--- src/common/usbl_pkg.sv ---
// package: register map, field layout and link-side types of the usb endpoint block
package usbl_pkg;
    // ------------------------------------------------------------
    // register byte offsets
    // ------------------------------------------------------------
    localparam logic [7:0] OFF_ADDR = 8'h00;
    localparam logic [7:0] OFF_CR0  = 8'h04;
    localparam logic [7:0] OFF_CR3  = 8'h10;
    localparam logic [7:0] OFF_IEN  = 8'h14;
    localparam logic [7:0] OFF_IFL  = 8'h18;
    localparam logic [7:0] OFF_SR0  = 8'h1c;
    localparam logic [7:0] OFF_SR2  = 8'h20;
    localparam logic [7:0] OFF_OPT  = 8'h24;
    localparam logic [7:0] OFF_BUF  = 8'h40;
    localparam logic [7:0] OFF_BEND = 8'hbc;
    localparam logic [7:0] CR_STEP  = 8'h04;
    // ------------------------------------------------------------
    // field positions
    // ------------------------------------------------------------
    localparam int B_ON    = 7;
    localparam int B_TGL   = 7;
    localparam int B_TXON  = 6;
    localparam int B_RXON  = 4;
    localparam int B_EP1   = 0;
    localparam int B_EP2   = 1;
    localparam int B_EP2IN = 2;
    localparam int B_PULL  = 3;
    localparam int I_CTX   = 0;
    localparam int I_CRX   = 1;
    localparam int I_E1TX  = 2;
    localparam int I_E2    = 3;
    localparam int I_EOP   = 4;
    localparam int I_RST   = 5;
    localparam int B_SETUP = 6;
    // ------------------------------------------------------------
    // constants
    // ------------------------------------------------------------
    localparam logic [15:0] IRQ_VECTOR = 16'hfffa;
    localparam logic [3:0]  MAX_LEN    = 4'h8;
    localparam logic [6:0]  DEF_ADDR   = 7'h00;
    localparam logic [1:0]  EP_CTL     = 2'h0;
    localparam logic [1:0]  EP_ONE     = 2'h1;
    localparam logic [1:0]  EP_TWO     = 2'h2;
    localparam logic [1:0]  BUF_E0RX   = 2'h0;
    localparam logic [1:0]  BUF_E0TX   = 2'h1;
    localparam logic [1:0]  BUF_E1     = 2'h2;
    localparam logic [1:0]  BUF_E2     = 2'h3;
    localparam int          CLK_NS     = 8;
    localparam int          BUSRST_NS  = 2500;
    localparam int          BUSRST_CYC = (BUSRST_NS + CLK_NS - 1) / CLK_NS;
    // ------------------------------------------------------------
    // link types
    // ------------------------------------------------------------
    typedef enum logic [1:0] {PID_SETUP, PID_OUT, PID_IN} usbl_pid_type;
    typedef enum logic [1:0] {HS_ACK, HS_NAK, HS_DATA0, HS_DATA1} usbl_hs_type;
    typedef struct packed {
        logic         valid;
        usbl_pid_type pid;
        logic [6:0]   addr;
        logic [1:0]   ep;
    } usbl_tok_type;
    typedef struct packed {
        logic       valid;
        logic       eop;
        logic [7:0] data;
    } usbl_rx_type;
    typedef struct packed {
        logic        valid;
        usbl_hs_type kind;
        logic [3:0]  len;
    } usbl_resp_type;
    typedef struct packed {
        logic       valid;
        logic       last;
        logic [7:0] data;
    } usbl_tx_type;
endpackage

--- src/hdl/usbl_ep_ctrl.sv ---
// usb low-speed endpoint control: apb registers, endpoint buffers, token handling
//
// Register access over APB and the placing of the registers are this design's own decisions.
`timescale 1ns/1ns
module usbl_ep_ctrl
    import usbl_pkg::*;
#(
    parameter int BUSRST_CYCLES = BUSRST_CYC
)(
    input  wire logic          pclk,
    input  wire logic          presetn,
    input  wire logic          psel,
    input  wire logic          penable,
    input  wire logic          pwrite,
    input  wire logic [7:0]    paddr,
    input  wire logic [31:0]   pwdata,
    output logic      [31:0]   prdata,
    output logic               pready,
    output logic               pslverr,
    input  wire usbl_tok_type  tok,
    input  wire usbl_rx_type   rx,
    input  wire logic          host_ack,
    input  wire logic          bus_eop,
    input  wire logic          se0_pin,
    input  wire logic          tx_ready,
    output usbl_resp_type      resp,
    output usbl_tx_type        tx,
    output logic               usb_irq,
    output logic               chip_reset_req,
    output logic               pullup_en
);
    // ------------------------------------------------------------
    // elaboration check
    // ------------------------------------------------------------
    if (BUSRST_CYCLES < 2 || BUSRST_CYCLES > 511) begin : g_chk
        $error("BUSRST_CYCLES out of range");
    end

    typedef enum logic [1:0] {ST_IDLE, ST_RX, ST_TX, ST_ACKW} usbl_st_type;

    logic [7:0]    addr_r;
    logic [7:0]    ctl_r [0:2];
    logic [3:0]    cr3_r;
    logic [4:0]    ien_r;
    logic [5:0]    ifl_r;
    logic [7:0]    sr0_r;
    logic [3:0]    sr2_r;
    logic          opt_r;
    logic          opt_done_r;
    logic [7:0]    mem_r [0:31];
    logic [31:0]   prdata_r;
    logic          se0_s1_r;
    logic          se0_s2_r;
    logic [8:0]    rst_cnt_r;
    logic          chip_rst_r;
    logic          irq_r;
    usbl_st_type   st_r;
    logic [1:0]    cur_ep_r;
    logic [1:0]    cur_buf_r;
    logic          cur_setup_r;
    logic          acc_r;
    logic [3:0]    cnt_r;
    logic [3:0]    len_r;
    usbl_resp_type resp_r;
    usbl_tx_type   tx_r;

    // ------------------------------------------------------------
    // apb decode
    // ------------------------------------------------------------
    wire        wr_en    = psel & penable & pwrite;
    wire        setup_ph = psel & ~penable;
    wire        in_buf   = (paddr >= OFF_BUF) && (paddr <= OFF_BEND) && (paddr[1:0] == 2'h0);
    wire [4:0]  bidx     = 5'((paddr - OFF_BUF) >> 2);
    wire        is_cr    = (paddr == OFF_CR0) || (paddr == OFF_CR0 + CR_STEP)
                        || (paddr == OFF_CR0 + 2 * CR_STEP);
    wire [1:0]  cr_idx   = 2'((paddr - OFF_CR0) >> 2);
    wire        mapped   = in_buf || is_cr || paddr == OFF_ADDR || paddr == OFF_CR3
                        || paddr == OFF_IEN || paddr == OFF_IFL || paddr == OFF_SR0
                        || paddr == OFF_SR2 || paddr == OFF_OPT;
    wire [7:0]  cr_val   = (cr_idx == EP_ONE) ? ctl_r[1] : (cr_idx == EP_TWO) ? ctl_r[2] : ctl_r[0];
    wire [7:0]  rd_byte  = in_buf               ? mem_r[bidx]
                         : is_cr                ? cr_val
                         : (paddr == OFF_ADDR)  ? addr_r
                         : (paddr == OFF_CR3)   ? 8'(cr3_r)
                         : (paddr == OFF_IEN)   ? 8'(ien_r)
                         : (paddr == OFF_IFL)   ? 8'(ifl_r)
                         : (paddr == OFF_SR0)   ? sr0_r
                         : (paddr == OFF_SR2)   ? 8'(sr2_r)
                         : (paddr == OFF_OPT)   ? 8'(opt_r)
                         : 8'h00;

    assign prdata  = prdata_r;
    assign pready  = 1'b1;
    assign pslverr = psel & penable & ~mapped;

    // ------------------------------------------------------------
    // bus reset detection
    // ------------------------------------------------------------
    wire bus_rst_p   = se0_s2_r && (rst_cnt_r == 9'(BUSRST_CYCLES - 1));
    wire bus_rst_irq = bus_rst_p & opt_r;

    always_ff @(posedge pclk or negedge presetn) begin
        if (!presetn) begin
            se0_s1_r  <= 1'b0;
            se0_s2_r  <= 1'b0;
            rst_cnt_r <= 9'h000;
        end else begin
            se0_s1_r  <= se0_pin;
            se0_s2_r  <= se0_s1_r;
            if (!se0_s2_r)
                rst_cnt_r <= 9'h000;
            else if (rst_cnt_r != 9'(BUSRST_CYCLES))
                rst_cnt_r <= rst_cnt_r + 9'h001;
        end
    end

    // ------------------------------------------------------------
    // token decode
    // ------------------------------------------------------------
    wire [1:0] tep    = tok.ep;
    wire       is_in  = tok.pid == PID_IN;
    wire       ep_on  = (tep == EP_CTL)
                     || (tep == EP_ONE && cr3_r[B_EP1])
                     || (tep == EP_TWO && cr3_r[B_EP2]);
    wire       dir_ok = (tep == EP_CTL) ? 1'b1
                      : (tok.pid == PID_SETUP) ? 1'b0
                      : (tep == EP_ONE) ? is_in
                      : (is_in == cr3_r[B_EP2IN]);
    wire       adr_ok = tok.addr == addr_r[6:0];
    wire       hit    = tok.valid && addr_r[B_ON] && adr_ok && ep_on && dir_ok
                     && st_r == ST_IDLE;
    wire [7:0] tctl   = (tep == EP_ONE) ? ctl_r[1] : (tep == EP_TWO) ? ctl_r[2] : ctl_r[0];
    wire [3:0] tlen   = (tctl[3:0] > MAX_LEN) ? MAX_LEN : tctl[3:0];
    wire [1:0] tbuf   = (tep == EP_CTL) ? (is_in ? BUF_E0TX : BUF_E0RX)
                      : (tep == EP_ONE) ? BUF_E1 : BUF_E2;
    wire       in_nak = hit && is_in && !tctl[B_TXON];

    // ------------------------------------------------------------
    // transaction events
    // ------------------------------------------------------------
    wire       rx_take = (st_r == ST_RX) && rx.valid && acc_r && (cnt_r < MAX_LEN);
    wire [3:0] rx_cnt  = cnt_r + 4'(rx_take);
    wire       rx_ok   = (st_r == ST_RX) && rx.eop && acc_r;
    wire       tx_done = (st_r == ST_ACKW) && host_ack;
    wire       eop_ev  = bus_eop & ien_r[I_EOP];
    wire [5:0] ifl_set = {bus_rst_irq,
                          eop_ev,
                          (rx_ok | tx_done) && cur_ep_r == EP_TWO,
                          tx_done && cur_ep_r == EP_ONE,
                          rx_ok && cur_ep_r == EP_CTL,
                          tx_done && cur_ep_r == EP_CTL};
    wire       wr_ifl  = wr_en && paddr == OFF_IFL;
    wire [5:0] ifl_clr = wr_ifl ? pwdata[5:0] : 6'h00;

    // ------------------------------------------------------------
    // register file
    // ------------------------------------------------------------
    always_ff @(posedge pclk or negedge presetn) begin
        if (!presetn) begin
            addr_r     <= 8'h00;
            cr3_r      <= 4'h0;
            ien_r      <= 5'h00;
            ifl_r      <= 6'h00;
            sr0_r      <= 8'h00;
            sr2_r      <= 4'h0;
            opt_r      <= 1'b0;
            opt_done_r <= 1'b0;
            prdata_r   <= 32'h0000_0000;
            chip_rst_r <= 1'b0;
            irq_r      <= 1'b0;
        end else begin
            if (setup_ph)
                prdata_r <= 32'(rd_byte);
            ifl_r <= (ifl_r & ~ifl_clr) | ifl_set;
            irq_r <= |(ifl_r[4:0] & ien_r) | ifl_r[I_RST];
            if (wr_en && paddr == OFF_IEN)
                ien_r <= pwdata[4:0];
            if (wr_en && paddr == OFF_OPT && !opt_done_r) begin
                opt_r      <= pwdata[0];
                opt_done_r <= 1'b1;
            end
            if (bus_rst_p && !opt_r)
                chip_rst_r <= 1'b1;
            if (bus_rst_irq)
                addr_r[6:0] <= DEF_ADDR;
            else if (wr_en && paddr == OFF_ADDR)
                addr_r <= pwdata[7:0];
            if (bus_rst_irq) begin
                cr3_r[B_EP1] <= 1'b0;
                cr3_r[B_EP2] <= 1'b0;
            end else if (wr_en && paddr == OFF_CR3)
                cr3_r <= pwdata[3:0];
            if (rx_ok && cur_ep_r == EP_CTL)
                sr0_r <= 8'({cur_setup_r, 6'(rx_cnt)} << (B_SETUP - 6));
            if (rx_ok && cur_ep_r == EP_TWO)
                sr2_r <= rx_cnt;
        end
    end

    // per-endpoint control registers; software arming wins over hardware disarm
    for (genvar i = 0; i < 3; i++) begin : g_ctl
        always_ff @(posedge pclk or negedge presetn) begin
            if (!presetn) begin
                ctl_r[i] <= 8'h00;
            end else if (wr_en && is_cr && cr_idx == 2'(i)) begin
                ctl_r[i] <= pwdata[7:0];
            end else begin
                if (tx_done && cur_ep_r == 2'(i))
                    ctl_r[i][B_TXON] <= 1'b0;
                if (rx_ok && cur_ep_r == 2'(i))
                    ctl_r[i][B_RXON] <= 1'b0;
            end
        end
    end

    // endpoint buffers
    always_ff @(posedge pclk) begin
        if (wr_en && in_buf)
            mem_r[bidx] <= pwdata[7:0];
        if (rx_take)
            mem_r[{cur_buf_r, cnt_r[2:0]}] <= rx.data;
    end

    // ------------------------------------------------------------
    // transaction state machine
    // ------------------------------------------------------------
    always_ff @(posedge pclk or negedge presetn) begin
        if (!presetn) begin
            st_r        <= ST_IDLE;
            cur_ep_r    <= EP_CTL;
            cur_buf_r   <= BUF_E0RX;
            cur_setup_r <= 1'b0;
            acc_r       <= 1'b0;
            cnt_r       <= 4'h0;
            len_r       <= 4'h0;
            resp_r      <= '0;
            tx_r        <= '0;
        end else begin
            resp_r <= '0;
            if (bus_rst_p) begin
                st_r <= ST_IDLE;
                tx_r <= '0;
            end else begin
                case (st_r)
                    ST_IDLE: begin
                        if (hit) begin
                            cur_ep_r    <= tep;
                            cur_buf_r   <= tbuf;
                            cur_setup_r <= tok.pid == PID_SETUP;
                            cnt_r       <= 4'h0;
                            if (!is_in) begin
                                acc_r <= tctl[B_RXON];
                                st_r  <= ST_RX;
                            end else if (in_nak) begin
                                resp_r <= '{1'b1, HS_NAK, 4'h0};
                            end else begin
                                resp_r <= '{1'b1, tctl[B_TGL] ? HS_DATA1 : HS_DATA0, tlen};
                                len_r  <= tlen;
                                if (tlen == 4'h0) begin
                                    st_r <= ST_ACKW;
                                end else begin
                                    st_r <= ST_TX;
                                    tx_r <= '{1'b1, tlen == 4'h1, mem_r[{tbuf, 3'h0}]};
                                end
                            end
                        end
                    end
                    ST_RX: begin
                        cnt_r <= rx_cnt;
                        if (rx.eop) begin
                            resp_r <= '{1'b1, acc_r ? HS_ACK : HS_NAK, 4'h0};
                            st_r   <= ST_IDLE;
                        end
                    end
                    ST_TX: begin
                        if (tx_ready) begin
                            if (tx_r.last) begin
                                tx_r <= '0;
                                st_r <= ST_ACKW;
                            end else begin
                                cnt_r <= cnt_r + 4'h1;
                                tx_r  <= '{1'b1, 4'(cnt_r + 4'h2) == len_r,
                                           mem_r[{cur_buf_r, 3'(cnt_r + 4'h1)}]};
                            end
                        end
                    end
                    ST_ACKW: begin
                        if (host_ack || tok.valid)
                            st_r <= ST_IDLE;
                    end
                    default: st_r <= ST_IDLE;
                endcase
            end
        end
    end

    assign resp           = resp_r;
    assign tx             = tx_r;
    assign usb_irq        = irq_r;
    assign chip_reset_req = chip_rst_r;
    assign pullup_en      = cr3_r[B_PULL];
endmodule

--- config.mk ---
export PLATFORM = sky130hd
export DESIGN_NAME = usbl_ep_ctrl
export DESIGN_NICKNAME = d
export VERILOG_FILES = /design/src/common/usbl_pkg.sv /design/src/hdl/usbl_ep_ctrl.sv
export SDC_FILE = /design/constraint.sdc
export NUM_CORES = 1
export LEC_CHECK = 0
export BUFFER_PORTS_ARGS = -buffer_cell sky130_fd_sc_hd__buf_2
export CAP_MARGIN = 20
export CORE_MARGIN = 1.5
export CORE_UTILIZATION = 50
export CTS_CLUSTER_SIZE = 20
export DETAILED_ROUTE_END_ITERATION = 16
export PLACE_DENSITY = 0.65
export SYNTH_ARGS = -nofsm -noshare
export SYNTH_HDL_FRONTEND = slang
export SYNTH_SLANG_ARGS = --single-unit
export TNS_END_PERCENT = 5
--- constraint.sdc ---
create_clock -name pclk -period 4.5 [get_ports pclk]
set_input_delay 0.225 -clock pclk [delete_from_list [all_inputs] [get_ports pclk]]
set_output_delay 0.225 -clock pclk [all_outputs]
set_load 0.02 [all_outputs]
# ---- Word level (Yosys, flattened, before mapping)
# Memories as Yosys holds them, arrays and structs flattened.
# Index checks and enable logic that the tools add are counted.
dict set report classes {
  order_cmp 4
  reduce_logical 80
  mux 73
  add_sub_neg 6
  n_eq_ne 38
  bitwise 18
}
# cell count
set op_table {}
lappend op_table {{$mux 10} 7}
lappend op_table {{$mux 7} 10}
lappend op_table {{$mux 8} 7}
lappend op_table {{$logic_and 1x1->1} 37}
lappend op_table {{$eq 8x5->1 const B} 4}
lappend op_table {{$mux 1} 25}
lappend op_table {{$mux 2} 11}
lappend op_table {{$ne 3x3->1 const B} 7}
lappend op_table {{$mux 4} 5}
lappend op_table {{$pmux 10 s2} 1}
lappend op_table {{$mux 9} 2}
lappend op_table {{$eq 8x4->1 const B} 2}
lappend op_table {{$eq 8x6->1 const B} 2}
lappend op_table {{$reduce_bool 2->1} 8}
lappend op_table {{$pmux 7 s2} 1}
lappend op_table {{$logic_or 1x1->1} 13}
lappend op_table {{$eq 2x2->1 const B} 6}
lappend op_table {{$logic_not 2->1} 6}
lappend op_table {{$mux 6} 2}
lappend op_table {{$pmux 4 s3} 1}
lappend op_table {{$reduce_and 6->1} 2}
lappend op_table {{$reduce_and 5->1} 2}
lappend op_table {{$add 9x1->9 const B} 1}
lappend op_table {{$eq 9x9->1 const B} 1}
lappend op_table {{36 further kinds} 56}
dict set report word_totals {
  memories 1
  word_cells 258
  out_inout_bits 54
  register_bits 112
  ramBits 256
}
# memory depth word_bits read_ports rd_ports_with_merged_regs write_ports line
set mem_list {}
lappend mem_list {mem_r 32 8 3 0 2 usbl_ep_ctrl.sv:50} ;# logic [7:0] mem_r [0:31];

# ---- Depth between registers and ports, before layout
# Gate-level depths: netlist of run 1.
dict set report logic_depth {
  ltp_word 14
  ltp_mapped 14
  depth_no_buf 10
}

# ---- Least setup slack after synthesis of run 1
# OpenSTA, ideal clock, no wires.
dict set report synth_timing {
  path_type {register to register}
  startpoint {register cnt_r[0]}
  endpoint {register tx_r (netlist bit tx[5])}
  arrival_time_ps 3723
  path_slack_ps 655
  required_time_ps 4378
  path_stages_with_launch 13
  path_buffers 6
  period_less_slack_ps 3845
  path_cell_list {dfrtp_1 -> buf_2 -> buf_1 -> buf_1 -> inv_1 -> ha_1 -> buf_2 -> buf_2 -> buf_2 -> mux4_2 -> a221oi_1 -> o2111ai_1 -> a32o_1}
}
dict set report synth_via {
  elab_chain_len 6
}
# element line
set synth_rtl {}
lappend synth_rtl {{start: declaration} usbl_ep_ctrl.sv:62} ;# logic [3:0] cnt_r;
lappend synth_rtl {{start signal: assignment} usbl_ep_ctrl.sv:269} ;# cnt_r <= rx_cnt;
lappend synth_rtl {{start signal: assignment} usbl_ep_ctrl.sv:281} ;# cnt_r <= cnt_r + 4'h1;
lappend synth_rtl {{$add 4x1->4} usbl_ep_ctrl.sv:283} ;# mem_r[{cur_buf_r, 3'(cnt_r + 4'h1)}]};
lappend synth_rtl {{$mem_v2 32x8} n/a}
lappend synth_rtl {{$mux 10} usbl_ep_ctrl.sv:277} ;# if (tx_r.last) begin
lappend synth_rtl {{$mux 10} usbl_ep_ctrl.sv:276} ;# if (tx_ready) begin
lappend synth_rtl {{$pmux 10 s2} usbl_ep_ctrl.sv:244} ;# case (st_r)
lappend synth_rtl {{$mux 10} usbl_ep_ctrl.sv:240} ;# if (bus_rst_p) begin
lappend synth_rtl {{end signal: assignment} usbl_ep_ctrl.sv:263} ;# tx_r <= '{1'b1, tlen == 4'h1, mem_r[{tbuf, 3'h0}]};
lappend synth_rtl {{end signal: assignment} usbl_ep_ctrl.sv:282} ;# tx_r <= '{1'b1, 4'(cnt_r + 4'h2) == len_r,
lappend synth_rtl {{end: declaration} usbl_ep_ctrl.sv:65} ;# usbl_tx_type tx_r;
# Every way passes these cells. The select of a mux whose other input is x is not followed.
# A chain may end at the register's enable or synchronous reset.

# ---- Final worst setup path of run 1
dict set report layout_timing {
  startpoint {register cnt_r[1]}
  endpoint {register tx_r (netlist bit tx[1])}
}
# The elaborated chain is that of the path after synthesis.

==> results of run 1 <==
metal layers:
layer / up-vias / global-route usage (%) / wire (um)
li1: 6527 / - / -
met3: 191 / 5.474 / 7299
met4: 0 / 15.42 / 3717
met5: - / 0 / 0
met2: 999 / 50.49 / 32650
met1: 7885 / 43.49 / 27140
cells in the final DEF (no fill, tap or decap), types with 8 or more instances in the layout:
cell type / instances
conb_1: 25
a22o_1: 18
buf_4: 61
o21ai_0: 73
clkbuf_16: 45
xnor2_1: 15
a32o_1: 8
nor2b_1: 14
ha_1: 14
a211oi_1: 9
mux4_2: 126
a21oi_1: 45
and2_1: 12
nor2_1: 55
mux2_2: 292
a31oi_1: 13
nor3_1: 17
nand2_1: 134
nand2b_1: 12
a22oi_1: 9
dfrtp_1: 111
nand3_1: 48
inv_1: 22
mux2i_1: 35
nand4_1: 13
a221oi_1: 13
and3_1: 15
buf_2: 77
edfxtp_1: 256
o221ai_1: 9
clkbuf_1: 8
worst reg2reg max path: cells and delay by family, from the launching register on:
kind            cells  cell delay [ns]
flops               1             0.47
simple gates        1             0.19
buf+inv             1             0.14
fa+ha+maj           1             0.76
compound gates      3             1.19
mux                 1             0.65
how the worst max path moves through the flow:
| stage | start | to | slack, ns | depth (start not counted) |
|---|---|---|---|---|
| floorplan | cnt_r[0] | tx[5] | 0.66 | 12 |
| global placement | cnt_r[1] | tx[4] | 1.04 | 8 |
| detailed placement | cnt_r[1] | tx[4] | 1.00 | 8 |
| CTS | cnt_r[1] | tx[4] | 0.99 | 8 |
| global route | cnt_r[1] | tx[4] | 0.86 | 8 |
| finish | cnt_r[1] | tx[1] | 0.98 | 7 |
power by group:
group          internal (mW)  switching, mW
registers               3.72         0.0898
logic                  0.968           1.42
clock network           2.16           1.42
total                   6.85           2.93
flip-flops by register name (all words and copies together) (netlist names), 5 cells and up:
signal / cells
rst_cnt_r: 9
addr_r: 8
tx: 10
ien_r: 5
resp: 7
sr0_r: 5
mem_r: 256
prdata: 8
ifl_r: 6
ctl_r: 24
kinds of logic after synthesis:
logic type | after synthesis
other | 2
buffers and inverters | 195
DFF | 368
and+or+nand+nor | 353
xor gates and xnor gates | 22
adders and majority gates | 15
AOI/OAI and AO/OA | 258
muxes | 455
cell usage after synthesis (29+ instances only):
master      n
nor2_1     55
o21ai_0    73
mux4_2    126
mux2_2    292
a21oi_1    45
mux2i_1    35
edfxtp_1  256
nand2_1   134
dfrtp_1   112
nand3_1    48
clkbuf_1  109
buf_2      29
stage by stage:
stage,setup slack (ns),cell area (um2)
global route,0.8590,24130
global placement,1.035,22610
detailed placement,1.003,22620
finish,0.9837,24130
floorplan,0.6554,21810
CTS,0.9912,24090
area by class of cell:
| class | instances | area (um2) | share of cell area (%) |
|---|---|---|---|
| sequential | 368 | 10490 | 43.49 |
| multi-input combinational | 1128 | 10490 | 43.48 |
| clock buffer | 60 | 1252 | 5.191 |
| timing repair buffer | 143 | 890.9 | 3.692 |
| tap | 585 | 732.0 | 3.034 |
| clock inverter | 16 | 176.4 | 0.7312 |
| inverter | 23 | 86.33 | 0.3578 |
| antenna | 2 | 5.005 | 0.02074 |
what timing repair did:
item	CTS	global route
setup buffers	0	0
endpoints found under the hold margin	80	0
hold buffers	4	0
gates resized for setup	0	0
==> impl_metrics.py, run 1 <==
metrics = {
    "synthesis": {
        "synthXorXnorAreaFrac_pct": 0.9216,
        "netlist_instances": 1668,
        "syn_area_per_cell_um2": 13.02,
        "synth_async_sr_flop_share_pct": 30.43,
        "netlist_area_mm2": 0.02172,
        "synth_compound_gate_area_share_pct": 8.087,
        "ys_dominant_reg_cell": "edfxtp_1",
        "largest_family_of_logic_cells_by_synthesized_area": "multiplexers",
        "synthDominantCellAreaShare_pct": 35.39,
        "share_of_the_yosys_chip_area_belonging_to_registers_pct": 48.29,
        "synthMuxAreaShare_pct": 30.00,
        "synth-adder-area-share_pct": 0.8640,
        "synthSimpleGateAreaFrac_pct": 7.833,
        "synth_cell_types": 73,
        "post-synth-top-area-cell": "edfxtp_1",
        "synth.ff_latch_count": 368,
        "ys_warn_count": 0,
        "synth_area_leaders": "edfxtp_1, mux2_2, mux4_2",
        "synth-edff-count": 256,
    },
    "setup_path": {
        "cp_max_fo": 37,
        "setup.worst_path.end_class": "flop",
        "regToRegSetupSlack_ns": 0.98,
        "timing.critical_path.slowest_cell_delay_ns": 0.76,
        "startpoint_type": "flop",
        "rr_endpoint": "tx[1]",
        "worstPathRequired_ns": 4.95,
        "cp_data_arrival_time_ns": 3.97,
        "reg2reg_from": "cnt_r[1]",
        "worstSetupPathType": "flop to flop",
        "cp_top_family": "compound AO/OA/AOI/OAI gates",
        "worstPathBufferInverterCount": 1,
        "worst_r2r_path_depth": 7,
        "critPathSlowestCell": "ha_4",
        "cp_cell_sequence": "inv_1 > ha_4 > mux4_2 > and3_1 > a221oi_1 > o2111ai_1 > a32o_1",
    },
    "power_and_ir_drop": {
        "vdd_drop_max_mv": 0.2451,
        "p_leak_nw": 8.898,
        "pnr_total_power_mw": 9.773,
        "power-per-cell-area_mw_per_mm2": 405.1,
    },
    "drt": {
        "detail_route.iter0.violations": 2060,
        "wl_per_cell_um": 30.46,
        "routed_via_density": 6.711,
        "ant_nets": 0,
        "totalWireLength_mm": 70.81,
        "drt_drc_violations_left": 0,
        "routed-via-count": 15600,
        "first_drt_pass_iteration_count": 6,
    },
    "layout": {
        "area_delta_synth_final_pct": 11.07,
        "proportion_of_layout_cells_with_a_drive_suffix_above_1_pct": 37.00,
        "fill_cells": 3621,
        "final_core_utilization_pct": 56.14,
        "final_cell_count_no_fill": 2325,
        "layout.nets": 1793,
    },
    "clocking": {
        "cts_root_buf": "clkbuf_16",
        "tritoncts_num_sinks": 368,
        "clock_latency_ns": 0.57,
        "cts_max_level": 2,
        "clk_transition_reported_paths_ns": 0.06,
        "cts-buffers-inserted": 43,
        "tritoncts": "yes",
        "ctsLongestPathBuffers": 3,
    },
    "timing": {
        "timing.final.max_slew_violations": 0,
        "min_period_ns": 3.516,
        "fmaxAchievable_mhz": 284.4,
        "slew-limit-headroom_pct": 31.81,
        "finalCritPeriodShare_pct": 78.14,
        "grt_setup_unrepaired": "false",
        "setup_viol_count_final": 0,
        "timing_worst_slew_pin_value_ns": 1.023,
        "final.hold.worst_slack_ns": 0.03936,
        "fin_setup_tns_ns": 0,
        "finalHoldViolCount": 0,
        "timing.clock.skew_ns": 0.01470,
    },
    "global_route": {
        "antenna_found_initial": 3,
        "gr-usage-all-layers_pct": 32.12,
        "number_of_global_route_vias_before_repair": 15130,
        "grt_max_degree": 79,
        "grt_first_pass_wirelength_mm": 103.6,
        "global_route.overflow_total": 0,
    },
    "min_path": {
        "timing.hold.worst.class": "primary input to flop",
        "hold_path_depth": 3,
        "worst_hold_startpoint": "host_ack",
        "worstHoldEndpoint": "ifl_r[2]",
    },
    "floorplan": {
        "top_level_ports": 125,
        "core.rowCount": 76,
        "die_h_um": 211.4,
        "die_span_x_um": 211.4,
        "start_util_pct": 50.54,
        "dieArea_mm2": 0.04471,
        "coreArea_mm2": 0.04298,
    },
    "placed_design": {
        "portBuffers": 75,
        "finalWeightedCongestion": 0.9768,
        "place_hpwl_mm": 48.21,
        "dpl.cell_count": 2237,
    },
    "run_status": {
        "run_status": "finished clean",
    },
    "flow_run": {
        "maxCapViolCount": 0,
    },
}
Power figures use the tool's default switching activity.
==> run 2, diff against run 1 <==
--- a/config.mk
+++ b/config.mk
@@ -11,7 +11,7 @@
 export CORE_UTILIZATION = 50
 export CTS_CLUSTER_SIZE = 20
 export DETAILED_ROUTE_END_ITERATION = 16
-export PLACE_DENSITY = 0.65
+export PLACE_DENSITY = 0.68
 export SYNTH_ARGS = -nofsm -noshare
 export SYNTH_HDL_FRONTEND = slang
 export SYNTH_SLANG_ARGS = --single-unit
==> constraint.sdc (replaced) <==
create_clock -name pclk -period 3 [get_ports pclk]
set_input_delay 0.15 -clock pclk [delete_from_list [all_inputs] [get_ports pclk]]
set_output_delay 0.15 -clock pclk [all_outputs]
set_load 0.02 [all_outputs]
==> run 2 against run 1 <==
Net effect: maximum frequency rose by 23%; final cell count rose by 3.8%; via count rose by 3.7%; sequential share of layout area fell by 1.4 points; sequential power rose by 50%; routed wire length rose by 2.3%; combinational power rose by 66%; clock power rose by 47%; largest power group unchanged.
==> impl_metrics.py, run 2 (same netlist as run 1, synthesis figures left out) <==
metrics = {
    "run_status": {
        "run_status": "finished clean",
    },
    "drt": {
        "ant_nets": 0,
        "detail_route.iter0.violations": 2327,
        "totalWireLength_mm": 72.46,
        "routed-via-count": 16170,
        "drt_drc_violations_left": 0,
        "wl_per_cell_um": 30.03,
        "first_drt_pass_iteration_count": 6,
        "routed_via_density": 6.702,
    },
    "timing": {
        "timing_worst_slew_pin_value_ns": 1.098,
        "fmaxAchievable_mhz": 350.6,
        "final.hold.worst_slack_ns": 0.04243,
        "finalCritPeriodShare_pct": 95.06,
        "slew-limit-headroom_pct": 26.82,
        "min_period_ns": 2.852,
        "grt_setup_unrepaired": "false",
        "finalWorstSetupSlack_ns": 0.1481,
        "fin_setup_tns_ns": 0,
        "setup_viol_count_final": 0,
        "timing.final.max_slew_violations": 0,
        "finalHoldViolCount": 0,
        "timing.clock.skew_ns": 0.01725,
    },
    "setup_path": {
        "timing.critical_path.from": "cnt_r[0]",
        "worstSetupPathType": "flop to flop",
        "startpoint_type": "flop",
        "cp_data_arrival_time_ns": 3.32,
        "reg2reg_from": "cnt_r[0]",
        "worstPathRequired_ns": 3.47,
        "setup.worst_path.end_class": "flop",
        "cp_max_fo": 13,
    },
    "placed_design": {
        "portBuffers": 75,
        "finalWeightedCongestion": 1.039,
        "place_hpwl_mm": 49.63,
        "post-place-ws_ns": 0.07062,
    },
    "flow_run": {
        "maxCapViolCount": 0,
    },
    "floorplan": {
        "dieArea_mm2": 0.04471,
        "core.rowCount": 76,
        "die_h_um": 211.4,
        "top_level_ports": 125,
        "start_util_pct": 50.54,
        "coreArea_mm2": 0.04298,
        "die_span_x_um": 211.4,
    },
    "power_and_ir_drop": {
        "vdd_drop_max_mv": 0.3559,
        "power-per-cell-area_mw_per_mm2": 599.9,
        "pnr_total_power_mw": 14.94,
        "p_leak_nw": 9.354,
    },
    "clocking": {
        "clk_transition_reported_paths_ns": 0.06,
        "cts_root_buf": "clkbuf_16",
        "cts-buffers-inserted": 42,
        "tritoncts_num_sinks": 368,
        "cts_resized": 0,
        "ctsLongestPathBuffers": 3,
        "cts_max_level": 2,
        "tritoncts": "yes",
        "clock_latency_ns": 0.58,
    },
    "layout": {
        "largest_reg_flops": 256,
        "fill_cells": 3523,
        "proportion_of_layout_cells_with_a_drive_suffix_above_1_pct": 39.77,
        "antenna_cells_inserted": 0,
        "area_delta_synth_final_pct": 14.66,
        "top_library_cells_by_usage_in_the_layout_fill_and_taps_aside": "mux2_2, edfxtp_1, buf_4",
        "final_core_utilization_pct": 57.95,
        "layout.nets": 1881,
        "largest_register_by_flop_count": "mem_r",
        "final_common_cell": "mux2_2",
    },
    "global_route": {
        "grt_first_pass_wirelength_mm": 106.6,
        "grt_max_degree": 78,
        "gr-usage-all-layers_pct": 32.94,
        "antenna_found_initial": 1,
        "global_route.overflow_total": 0,
        "number_of_global_route_vias_before_repair": 16110,
    },
    "min_path": {
        "worst_hold_startpoint": "tok[0]",
        "timing.hold.worst.class": "primary input to flop",
    },
}
[run 2: layout make-up]
type | instances | area (um2) | area share [%]
timing repair buffer | 232 | 1717 | 6.892
clock buffer | 56 | 1187 | 4.767
clock inverter | 21 | 200.2 | 0.8037
tap | 585 | 732.0 | 2.939
sequential | 368 | 10490 | 42.13
multi-input combinational | 1128 | 10490 | 42.12
inverter | 23 | 86.33 | 0.3466
[run 2: path summary, 6_finish.rpt]
check | endpoint | slack (ns) | depth (start not counted)
min in group asynchronous | addr_r[7] | 0.18 | 2
worst min register to register | se0_s2_r | 0.35 | 0
max in group asynchronous | cnt_r[0] | 2.01 | 3
worst min-delay path | cur_ep_r[0] | 0.04 | 2
worst max register to register | tx[1] | 0.15 | 9
worst max-delay path | tx[1] | 0.15 | 9
[run 2: through the flow]
step | area, um2 | cells
2_1_floorplan | 21840 | 1691
3_3_place_gp | 23420 | 2326
3_5_place_dp | 23420 | 2326
4_1_cts | 24870 | 2410
5_1_grt | 24910 | 2413
6_report | 24910 | 2413
[run 2: timing repair]
action                     CTS  global route
hold endpoints to repair    58             0
setup endpoints to repair    0             1
hold buffers                 7             0
setup buffers                0             3
[run 2: worst max-delay path, cell delays in order, from the launching register on]
cell,delay (ns)
dfrtp_4,0.44
inv_1,0.09
ha_4,0.33
buf_12,0.17
buf_12,0.15
mux4_2,0.55
a221oi_1,0.26
buf_4,0.20
o2111ai_1,0.21
a32o_1,0.31
[run 2: per-layer routing]
layer | vias up | routed length, um | track usage (%)
met1 | 8237 | 26960 | 42.79
li1 | 6705 | - | -
met3 | 206 | 7907 | 7.610
met5 | - | 0 | 0
met4 | 0 | 3794 | 16.58
met2 | 1024 | 33800 | 52.00
[run 2: where the power goes]
| group | total (mW) | internal (mW) | switching (mW) | leakage, nW |
|---|---|---|---|---|
| Combinational | 3.97 | 1.76 | 2.21 | 4.86 |
| Sequential | 5.71 | 5.58 | 0.129 | 3.81 |
| Clock | 5.26 | 3.12 | 2.14 | 0.687 |
| Total | 14.9 | 10.5 | 4.48 | 9.35 |
==> run 3, diff against run 2 <==
--- a/config.mk
+++ b/config.mk
@@ -11,6 +11,7 @@
 export CORE_UTILIZATION = 50
 export CTS_CLUSTER_SIZE = 20
 export DETAILED_ROUTE_END_ITERATION = 16
+export HOLD_SLACK_MARGIN = 0.08
 export PLACE_DENSITY = 0.68
 export SYNTH_ARGS = -nofsm -noshare
 export SYNTH_HDL_FRONTEND = slang
==> run 3 against run 2 <==
Net effect: combinational power about the same; register-to-register slack better by 0.02 ns; via count up 0.40%; die area unchanged; cell area up 0.16%; flip-flop and latch count unchanged; sequential share of layout area down 0.068 points; final cell count up 0.17%; core utilization up 0.093 points; critical endpoint unchanged; highest routed layer is now met5.
==> impl_metrics.py, run 3 (same netlist as run 1, synthesis figures left out) <==
metrics = {
    "clocking": {
        "tritoncts": "yes",
        "cts-buffers-inserted": 42,
        "ctsLongestPathBuffers": 3,
        "clock_latency_ns": 0.58,
        "tritoncts_num_sinks": 368,
        "clk_transition_reported_paths_ns": 0.06,
        "cts_resized": 0,
        "cts_max_level": 2,
        "cts_root_buf": "clkbuf_16",
    },
    "setup_path": {
        "startpoint_type": "flop",
        "worstSetupPathType": "flop to flop",
        "reg2reg_from": "cnt_r[0]",
        "cp_data_arrival_time_ns": 3.30,
        "setup.worst_path.end_class": "flop",
        "worstPathRequired_ns": 3.47,
        "timing.critical_path.from": "cnt_r[0]",
        "cp_max_fo": 13,
    },
    "placed_design": {
        "post-place-ws_ns": 0.07062,
        "dpl.cell_count": 2326,
        "place_hpwl_mm": 49.63,
        "portBuffers": 75,
        "finalWeightedCongestion": 1.039,
    },
    "power_and_ir_drop": {
        "p_leak_nw": 9.371,
        "power-per-cell-area_mw_per_mm2": 599.4,
        "vdd_drop_max_mv": 0.3562,
        "pnr_total_power_mw": 14.95,
    },
    "min_path": {
        "worst_hold_startpoint": "paddr[0]",
        "timing.hold.worst.class": "primary input to flop",
    },
    "flow_run": {
        "maxCapViolCount": 0,
    },
    "layout": {
        "final_core_utilization_pct": 58.04,
        "final_common_cell": "mux2_2",
        "largest_reg_flops": 256,
        "final_cell_count_no_fill": 2417,
        "layout.nets": 1885,
        "largest_register_by_flop_count": "mem_r",
        "multiInputGateArea_mm2": 0.01049,
        "fill_cells": 3521,
        "top_library_cells_by_usage_in_the_layout_fill_and_taps_aside": "mux2_2, edfxtp_1, buf_4",
        "area_delta_synth_final_pct": 14.84,
        "seqCellArea_mm2": 0.01049,
        "proportion_of_layout_cells_with_a_drive_suffix_above_1_pct": 39.68,
        "antenna_cells_inserted": 0,
    },
    "timing": {
        "setup_viol_count_final": 0,
        "timing.clock.skew_ns": 0.01631,
        "min_period_ns": 2.835,
        "timing.final.max_slew_violations": 0,
        "slew-limit-headroom_pct": 27.34,
        "fmaxAchievable_mhz": 352.7,
        "finalHoldViolCount": 0,
        "finalCritPeriodShare_pct": 94.51,
        "finalWorstSetupSlack_ns": 0.1647,
        "grt_setup_unrepaired": "false",
        "timing_worst_slew_pin_value_ns": 1.090,
    },
    "floorplan": {
        "die_h_um": 211.4,
        "die_span_x_um": 211.4,
        "top_level_ports": 125,
        "dieArea_mm2": 0.04471,
        "coreArea_mm2": 0.04298,
        "core.rowCount": 76,
        "start_util_pct": 50.54,
    },
    "drt": {
        "wl_per_cell_um": 30.00,
        "drt_drc_violations_left": 0,
        "first_drt_pass_iteration_count": 6,
        "detail_route.iter0.violations": 2260,
        "routed-via-count": 16240,
        "routed_via_density": 6.717,
        "totalWireLength_mm": 72.50,
        "ant_nets": 0,
    },
    "global_route": {
        "global_route.overflow_total": 0,
        "number_of_global_route_vias_before_repair": 16120,
        "grt_first_pass_wirelength_mm": 106.6,
        "grt_max_degree": 78,
        "gr-usage-all-layers_pct": 32.95,
        "antenna_found_initial": 1,
    },
    "run_status": {
        "run_status": "finished clean",
    },
}
-- run 3: worst paths after layout --
path                                     end  slack, ns  cells past startpoint
min in group asynchronous       rst_cnt_r[6]       0.18                      2
worst min register to register      se0_s2_r       0.35                      0
worst min-delay path              opt_done_r       0.12                      5
worst max register to register         tx[1]       0.16                      9
max in group asynchronous           cnt_r[0]       2.01                      3
worst max-delay path                   tx[1]       0.16                      9
-- run 3: what timing repair did --
| item | in CTS | in global routing |
|---|---|---|
| setup endpoints to repair | 0 | 1 |
| hold buffers | 11 | 0 |
| endpoints found under the hold margin | 69 | 0 |
| setup buffers | 0 | 3 |
-- run 3: report_power, final --
part	total, mW	leakage [nW]	switching, mW	internal, mW
Sequential	5.71	3.81	0.128	5.58
Clock	5.26	0.687	2.14	3.12
Combinational	3.98	4.87	2.22	1.77
Total	15.0	9.37	4.49	10.5
-- run 3: metrics by stage --
step	instance area (um2)	hold WS (ns)	setup TNS (ns)
6_report	24950	0.1175	0
5_1_grt	24950	0.1250	0
4_1_cts	24910	0.1009	0
3_5_place_dp	23420	0.2465	0
3_3_place_gp	23420	0.2409	0
2_1_floorplan	21840	-0.1456	-0.1165
-- run 3: layer usage --
metal  vias to the layer above  GRT usage [%]  share of wire [%]
met2                      1039          52.04                 47
met4                         2          16.58                5.3
met5                         -              0              0.018
met3                       210          7.610                 11
li1                       6718              -                  -
met1                      8267          42.80                 37
-- run 3: layout make-up --
cell class	count	area share, %
Multi-Input combinational cell	1128	42.05
Timing Repair Buffer	236	7.041
Tap cell	585	2.934
Clock inverter	21	0.8024
Inverter	23	0.3461
Clock buffer	56	4.760
Sequential cell	368	42.06
-- run 3: critical path, stage by stage, from the launching register on --
cell and delay, ns:
dfrtp_4 0.44, inv_1 0.09, ha_4 0.33, buf_12 0.18
buf_12 0.15, mux4_2 0.54, a221oi_1 0.25, buf_4 0.20
o2111ai_1 0.21, a32o_1 0.31
